`src/shared/refexc_pkg.sv`:
```
// Purpose: constants and types for the reference and excitation control bank
// Assumes: 8-bit registers reached over a plain strobe port
// Notes: status and mask registers sit beside the documented three
package refexc_pkg;
	localparam int ADDR_W = 8;
	localparam logic [7:0] ADDR_REF_CTRL = 8'h05;
	localparam logic [7:0] ADDR_EXC_MAG = 8'h06;
	localparam logic [7:0] ADDR_EXC_ROUTE = 8'h07;
	localparam logic [7:0] ADDR_IRQ_STATUS = 8'h10;
	localparam logic [7:0] ADDR_IRQ_MASK = 8'h11;
	localparam logic [7:0] RST_REF_CTRL = 8'h10;
	localparam logic [7:0] RST_EXC_MAG = 8'h00;
	localparam logic [7:0] RST_EXC_ROUTE = 8'hFF;
	localparam logic [7:0] RST_IRQ_MASK = 8'h00;
	localparam logic [7:0] EXC_MAG_WMASK = 8'hCF;
	localparam int MON_MSB = 7;
	localparam int MON_LSB = 6;
	localparam int POS_BYP_BIT = 5;
	localparam int NEG_BYP_BIT = 4;
	localparam int SEL_MSB = 3;
	localparam int SEL_LSB = 2;
	localparam int INT_MSB = 1;
	localparam int INT_LSB = 0;
	localparam int RAIL_BIT = 7;
	localparam int SW_BIT = 6;
	localparam int MAG_MSB = 3;
	localparam int MAG_LSB = 0;
	localparam int ROUTE2_MSB = 7;
	localparam int ROUTE2_LSB = 4;
	localparam int ROUTE1_MSB = 3;
	localparam int ROUTE1_LSB = 0;
	localparam logic [3:0] ROUTE_COMMON = 4'hC;
	localparam logic [3:0] MAG_MAX_CODE = 4'h9;
	// interrupt events: reserved code written, current enabled without int ref, int ref selected with a buffer not bypassed
	localparam int EV_RSV_CODE = 0;
	localparam int EV_NO_INTREF = 1;
	localparam int EV_BUF_CONFLICT = 2;
	localparam int EV_W = 3;
	typedef enum logic [1:0] {REFEXC_MON_OFF, REFEXC_MON_LOW, REFEXC_MON_BOTH,
		REFEXC_MON_PULL} refexc_mon_type;
	typedef enum logic [1:0] {REFEXC_REF_EXT0, REFEXC_REF_EXT1,
		REFEXC_REF_INT, REFEXC_REF_RSV} refexc_src_type;
	typedef enum logic [1:0] {REFEXC_INT_OFF, REFEXC_INT_ON_PD,
		REFEXC_INT_ALWAYS, REFEXC_INT_RSV} refexc_int_type;
endpackage

```
`src/verilog/refexc_ctrl.sv`:
```
// Purpose: reference and excitation current configuration registers
// Assumes: one clock, plain strobe register port, read data one cycle later
// Notes: analog controls are decoded for the analog side into enables, pin selects, a uA current and the raw source code
//
// Implementation choice: strobed register access.
`timescale 1ns/10ps
`default_nettype none
module refexc_ctrl
	import refexc_pkg::*;
(
	input wire logic CLK_SYS,
	input wire logic RST_N,
	input wire logic [7:0] ADDR,
	input wire logic [7:0] WDATA,
	input wire logic WR,
	input wire logic RD,
	output logic [7:0] RDATA,
	output logic IRQ,
	input wire logic POWER_DOWN,
	output logic REF_LOW_MON_EN,
	output logic REF_THIRD_MON_EN,
	output logic REF_PULL_EN,
	output logic POS_BUF_EN,
	output logic NEG_BUF_EN,
	output logic [1:0] REF_SOURCE,
	output logic INT_REF_ON,
	output logic AMP_RAIL_MON_EN,
	output logic LOW_SIDE_SWITCH,
	output logic [11:0] CUR_MAG_UA,
	output logic [11:0] SRC1_PIN_SEL,
	output logic SRC1_COMMON,
	output logic [11:0] SRC2_PIN_SEL,
	output logic SRC2_COMMON
);
	typedef struct packed {
		logic [7:0] ref_ctrl;
		logic [7:0] exc_mag;
		logic [7:0] exc_route;
		logic [EV_W-1:0] irq_status;
		logic [EV_W-1:0] irq_mask;
		logic [7:0] rdata;
	} refexc_state_type;

	refexc_state_type state_reg, state_next;
	logic [EV_W-1:0] events;
	logic src1_conn, src2_conn;
	logic int_ref_active;

	function automatic logic [11:0] mag_to_ua(input logic [3:0] code);
		case (code)
			4'h1: mag_to_ua = 12'd10;
			4'h2: mag_to_ua = 12'd50;
			4'h3: mag_to_ua = 12'd100;
			4'h4: mag_to_ua = 12'd250;
			4'h5: mag_to_ua = 12'd500;
			4'h6: mag_to_ua = 12'd750;
			4'h7: mag_to_ua = 12'd1000;
			4'h8: mag_to_ua = 12'd1500;
			4'h9: mag_to_ua = 12'd2000;
			default: mag_to_ua = 12'd0;
		endcase
	endfunction

	function automatic logic [7:0] read_mux(input refexc_state_type s,
		input logic [7:0] a);
		case (a)
			ADDR_REF_CTRL: read_mux = s.ref_ctrl;
			ADDR_EXC_MAG: read_mux = s.exc_mag & EXC_MAG_WMASK;
			ADDR_EXC_ROUTE: read_mux = s.exc_route;
			ADDR_IRQ_STATUS: read_mux = {5'h00, s.irq_status};
			ADDR_IRQ_MASK: read_mux = {5'h00, s.irq_mask};
			default: read_mux = 8'h00;
		endcase
	endfunction

	// analog decode of the stored fields
	always_comb begin
		refexc_mon_type mon;
		refexc_int_type icfg;
		mon = refexc_mon_type'(state_reg.ref_ctrl[MON_MSB:MON_LSB]);
		icfg = refexc_int_type'(state_reg.ref_ctrl[INT_MSB:INT_LSB]);
		REF_LOW_MON_EN = (mon != REFEXC_MON_OFF);
		REF_THIRD_MON_EN = (mon == REFEXC_MON_BOTH);
		REF_PULL_EN = (mon == REFEXC_MON_PULL);
		POS_BUF_EN = ~state_reg.ref_ctrl[POS_BYP_BIT];
		NEG_BUF_EN = ~state_reg.ref_ctrl[NEG_BYP_BIT];
		REF_SOURCE = state_reg.ref_ctrl[SEL_MSB:SEL_LSB];
		// on-but-sleeps drops out in power-down, always-on does not
		int_ref_active = (icfg == REFEXC_INT_ALWAYS) ||
			((icfg == REFEXC_INT_ON_PD) && !POWER_DOWN);
		INT_REF_ON = int_ref_active;
		AMP_RAIL_MON_EN = state_reg.exc_mag[RAIL_BIT];
		LOW_SIDE_SWITCH = state_reg.exc_mag[SW_BIT] && !POWER_DOWN;
		CUR_MAG_UA = mag_to_ua(state_reg.exc_mag[MAG_MSB:MAG_LSB]);
	end

	refexc_route_dec u_route1 (
		.code(state_reg.exc_route[ROUTE1_MSB:ROUTE1_LSB]),
		.pin_sel(SRC1_PIN_SEL),
		.common_sel(SRC1_COMMON),
		.connected(src1_conn)
	);
	refexc_route_dec u_route2 (
		.code(state_reg.exc_route[ROUTE2_MSB:ROUTE2_LSB]),
		.pin_sel(SRC2_PIN_SEL),
		.common_sel(SRC2_COMMON),
		.connected(src2_conn)
	);

	// events flag software misuse that hardware does not block
	always_comb begin
		events = '0;
		events[EV_RSV_CODE] =
			(state_reg.ref_ctrl[SEL_MSB:SEL_LSB] == REFEXC_REF_RSV) ||
			(state_reg.ref_ctrl[INT_MSB:INT_LSB] == REFEXC_INT_RSV);
		events[EV_NO_INTREF] = (CUR_MAG_UA != 12'd0) &&
			(src1_conn || src2_conn) && !int_ref_active;
		events[EV_BUF_CONFLICT] =
			(state_reg.ref_ctrl[SEL_MSB:SEL_LSB] == REFEXC_REF_INT) &&
			!(state_reg.ref_ctrl[POS_BYP_BIT] &&
			state_reg.ref_ctrl[NEG_BYP_BIT]);
	end

	always_comb begin
		state_next = state_reg;
		state_next.rdata = 8'h00;
		if (RD) begin
			state_next.rdata = read_mux(state_reg, ADDR);
		end
		if (WR) begin
			case (ADDR)
				ADDR_REF_CTRL: state_next.ref_ctrl = WDATA;
				ADDR_EXC_MAG: state_next.exc_mag = WDATA & EXC_MAG_WMASK;
				ADDR_EXC_ROUTE: state_next.exc_route = WDATA;
				ADDR_IRQ_STATUS: state_next.irq_status =
					state_reg.irq_status & ~WDATA[EV_W-1:0];
				ADDR_IRQ_MASK: state_next.irq_mask = WDATA[EV_W-1:0];
				default: ;
			endcase
		end
		// set wins over a same-cycle clear
		state_next.irq_status = state_next.irq_status | events;
	end

	always_ff @(posedge CLK_SYS or negedge RST_N) begin
		if (!RST_N) begin
			state_reg.ref_ctrl <= RST_REF_CTRL;
			state_reg.exc_mag <= RST_EXC_MAG;
			state_reg.exc_route <= RST_EXC_ROUTE;
			state_reg.irq_status <= '0;
			state_reg.irq_mask <= RST_IRQ_MASK[EV_W-1:0];
			state_reg.rdata <= 8'h00;
		end else begin
			state_reg <= state_next;
		end
	end

	assign RDATA = state_reg.rdata;
	assign IRQ = |(state_reg.irq_status & state_reg.irq_mask);
endmodule // refexc_ctrl
`default_nettype wire

```
`src/verilog/refexc_route_dec.sv`:
```
// Purpose: decode one 4-bit current routing code into a one-hot pin select
// Assumes: codes 0..11 are input pins, 12 is the common input
// Notes: codes 13..15 leave the source disconnected
`timescale 1ns/10ps
`default_nettype none
module refexc_route_dec
	import refexc_pkg::*;
(
	input wire logic [3:0] code,
	output logic [11:0] pin_sel,
	output logic common_sel,
	output logic connected
);
	always_comb begin
		pin_sel = '0;
		if (code < ROUTE_COMMON) begin
			pin_sel[code] = 1'b1;
		end
	end
	assign common_sel = (code == ROUTE_COMMON);
	assign connected = (code <= ROUTE_COMMON);
endmodule // refexc_route_dec
`default_nettype wire
```
`config.mk`:
```
export PLATFORM = sky130hd
export DESIGN_NAME = refexc_ctrl
export DESIGN_NICKNAME = d
export VERILOG_FILES = /design/src/shared/refexc_pkg.sv /design/src/verilog/refexc_ctrl.sv /design/src/verilog/refexc_route_dec.sv
export SDC_FILE = /design/constraint.sdc
export NUM_CORES = 1
export LEC_CHECK = 0
export BUFFER_PORTS_ARGS = -buffer_cell sky130_fd_sc_hd__buf_2
export CORE_ASPECT_RATIO = 0.75
export CORE_UTILIZATION = 40
export DETAILED_ROUTE_END_ITERATION = 10
export PLACE_DENSITY = 0.72
export SYNTH_ARGS = -nofsm -noshare
export SYNTH_HDL_FRONTEND = slang
export SYNTH_HIERARCHICAL = 1
export SYNTH_SLANG_ARGS = --single-unit
```
`constraint.sdc`:
```
create_clock -name CLK_SYS -period 1.4 [get_ports CLK_SYS]
set_input_delay 0.42 -clock CLK_SYS [delete_from_list [all_inputs] [get_ports CLK_SYS]]
set_output_delay 0.42 -clock CLK_SYS [all_outputs]
set_load 0.01 [all_outputs]
```
==> results.yml <==
detailed_routing:
  detailroute.via_count: 2346
  drt-pass1-iter-count: 5
  antenna_left: 0
  detail_route.wl_per_cell_um: 17.3
  remaining_drc_errors: 0
  route.detailed.vias_per_inst: 5.27
  drt-total-wl_um: 7700
  detailed_route_iter0_violations: 220
job:
  cap_viol_max_count: 0
worst_setup_path:
  timing.critical_path.from_type: "flop"
  crit_arrival_ps: 1440
  ff2ff_path_depth: 8
  worst_r2r_startpoint: "state_reg[23]"
  path_max_fanout: 2
  worst-endpoint-required_ps: 980
  worstReg2RegEnd: "state_reg[12]"
  worstSetupPathType: "flop to primary output"
  timing.reg2reg.setup_slack_ps: -240
  setup.worst_path.end_class: "primary output"
clock_network:
  ctsRootBufferMaster: "clkbuf_8"
  ctsHtreeMaxLevel: 2
  clock_insertion_delay_worst_skew_ps: 280
  cts-buffers-inserted: 5
  clk_pin_slew_worst_paths_ps: 80
  max-clock-path-buffers: 2
  cts.sink_count: 36
  cts_tree: "built"
floorplan:
  num_io_pins: 78
  die_width_um: 94.2
  fp-row-count: 24
  core_area_sq_mm: 0.00598
  floorplan.initialDensity: 0.426
  floorplan.die_area_sq_mm: 0.00670
  dieHeight_um: 71.1
min_path:
  worst_hold_path_type: "input port to async pin"
final_layout:
  postLayoutCoreUtil: 0.655
  fin_cells: 445
  layout-drive-gt1-share: 0.676
  layout.cell_area.non_filler_sq_mm: 0.00391
  layout_commonest_cell: "buf_2"
  syn_to_final_growth_pct: 53.6
  layout.cells.most_common_list: "buf_2 (69), buf_4 (55), buf_6 (33)"
  design.final.nets: 392
  largest_register_ff_count: 25
  n_antenna_cell: 0
global_routing:
  grt_antenna_before_repair: 0
  globalRouteOverflowTotal: 0
  first_global_vias: 2136
  grt_use_total: 0.218
  pin_count_of_the_biggest_net_entering_global_routing: 37
  first_pass_grt_wire_length_um: 11000
timing:
  final-max-slew-violation-count: 0
  layout_setup_ws_ps: -463
  layout_min_cycle_time_ps: 1860
  final-setup-viol-count: 70
  achievable-frequency_mhz: 537
  rsz0062_at_grt: "true"
  whs_ps: 84.4
  report.final.hold_viol_count: 0
  clock-skew-final_ps: 4.20
  layout_worst_path_cycle_share: 1.33
run_status:
  outcome: "complete, but fails checks"
  violated_checks: "negative setup slack"
placement:
  dp.final_hpwl_um: 4940
  quantity_of_i_o_buffers_inserted_on_ports: 75
  gpl.final_weighted_congestion: 0.886
  placedCellCount: 403
  placed_cell_area_sq_mm: 0.00329
synth:
  post_synth_edffs: 0
  yosys_warnings: 6
  post_synthesis_register_bit_count: 36
  synth.cell_area_sq_mm: 0.00255
  synth_ff_type: "dfrtp_1"
  async_reset_ff_frac: 1.00
  synth_sequential_area_ratio: 0.358
  synth_cell_types: 43
  syn_area_per_cell_sq_um: 11.4
  postSynthCellCount: 223
power:
  vdd.ir_drop.worst_mv: 0.529
  total_power_uw: 2740
  p_leak_uw: 0.00198
  cellPowerDensity_mw_per_mm2: 700
[layout make-up]
class                   instances  area, sq um
repair buffers                160         1190
multi-input cells             152         1570
fillers                       422         2060
flip-flops and latches         36          916
clock buffers                   6         82.6
well taps                      78         97.6
clock inverters                 2         10.0
inverters                      11         43.8
[worst max path at each step]
stage	start	end	slack, ps
global route	state_reg[23]	CUR_MAG_UA[4]	-520
detailed placement	ADDR[6]	REF_SOURCE[1]	-410
floorplan	ADDR[6]	AMP_RAIL_MON_EN	-310
finish	state_reg[9]	IRQ	-460
global placement	ADDR[6]	state_reg[11]	-400
CTS	state_reg[23]	CUR_MAG_UA[2]	-450
[timing repair]
action,4_1_cts,5_1_grt
cloned,0,1
setup buffers,22,12
pin swaps,13,14
endpoints found under the setup margin,66,74
resized for setup,40,40
hold buffers,0,0
[cell families after synthesis]
kind of cell               Yosys count  synth area share
and+or+nand+nor                     80             0.288
buffers and inverters               36            0.0958
DFF                                 36             0.358
muxes                               35             0.149
AOI/OAI and AO/OA                   30            0.0825
adders and majority gates            5            0.0246
other                                1           0.00147
[synth_stat cells (2+ instances only)]
cell / count / area [sq um]
buf_6: 8 / 90.1
buf_2: 3 / 15.0
mux2_2: 24 / 270
o22ai_1: 2 / 12.5
o211ai_1: 3 / 22.5
nand3b_1: 2 / 15.0
and4bb_1: 12 / 150
nor2_1: 15 / 56.3
clkbuf_1: 2 / 7.51
buf_4: 12 / 90.1
o21ai_0: 9 / 45.0
and4b_1: 4 / 40.0
nor4_1: 2 / 12.5
nand2_4: 2 / 22.5
mux2i_1: 11 / 110
nand2_1: 17 / 63.8
ha_1: 5 / 62.6
dfrtp_1: 27 / 676
a21o_1: 2 / 15.0
nand3_1: 2 / 10.0
nor4b_4: 8 / 190
a22oi_1: 6 / 45.0
nor2b_1: 4 / 25.0
nor4_4: 3 / 63.8
dfstp_2: 9 / 236
nor3_4: 2 / 32.5
inv_1: 11 / 41.3
[layer usage]
metal	track usage	wire length, um
met1	0.324	3400
met5	0	0
met2	0.326	3570
met4	0.0479	97
met3	0.0441	632
[per-stage QoR]
step	setup WS, ps	setup TNS (ps)
after global placement	-399	-12040
after detailed placement	-406	-12760
final	-463	-15260
after CTS	-453	-14660
after floorplan	-312	-6280
after global routing	-521	-18800
[worst max-delay path, cell delays in order (launching register included)]
cell      delay (ps)
dfrtp_1          420
a222oi_1         470
inv_1            110
buf_2            170
[where the power goes]
group | internal [uW] | total [uW] | switching [uW]
Sequential | 1100 | 1180 | 72.4
Clock | 393 | 773 | 380
Combinational | 424 | 792 | 367
Note: power is estimated with default switching activity, not from simulation.
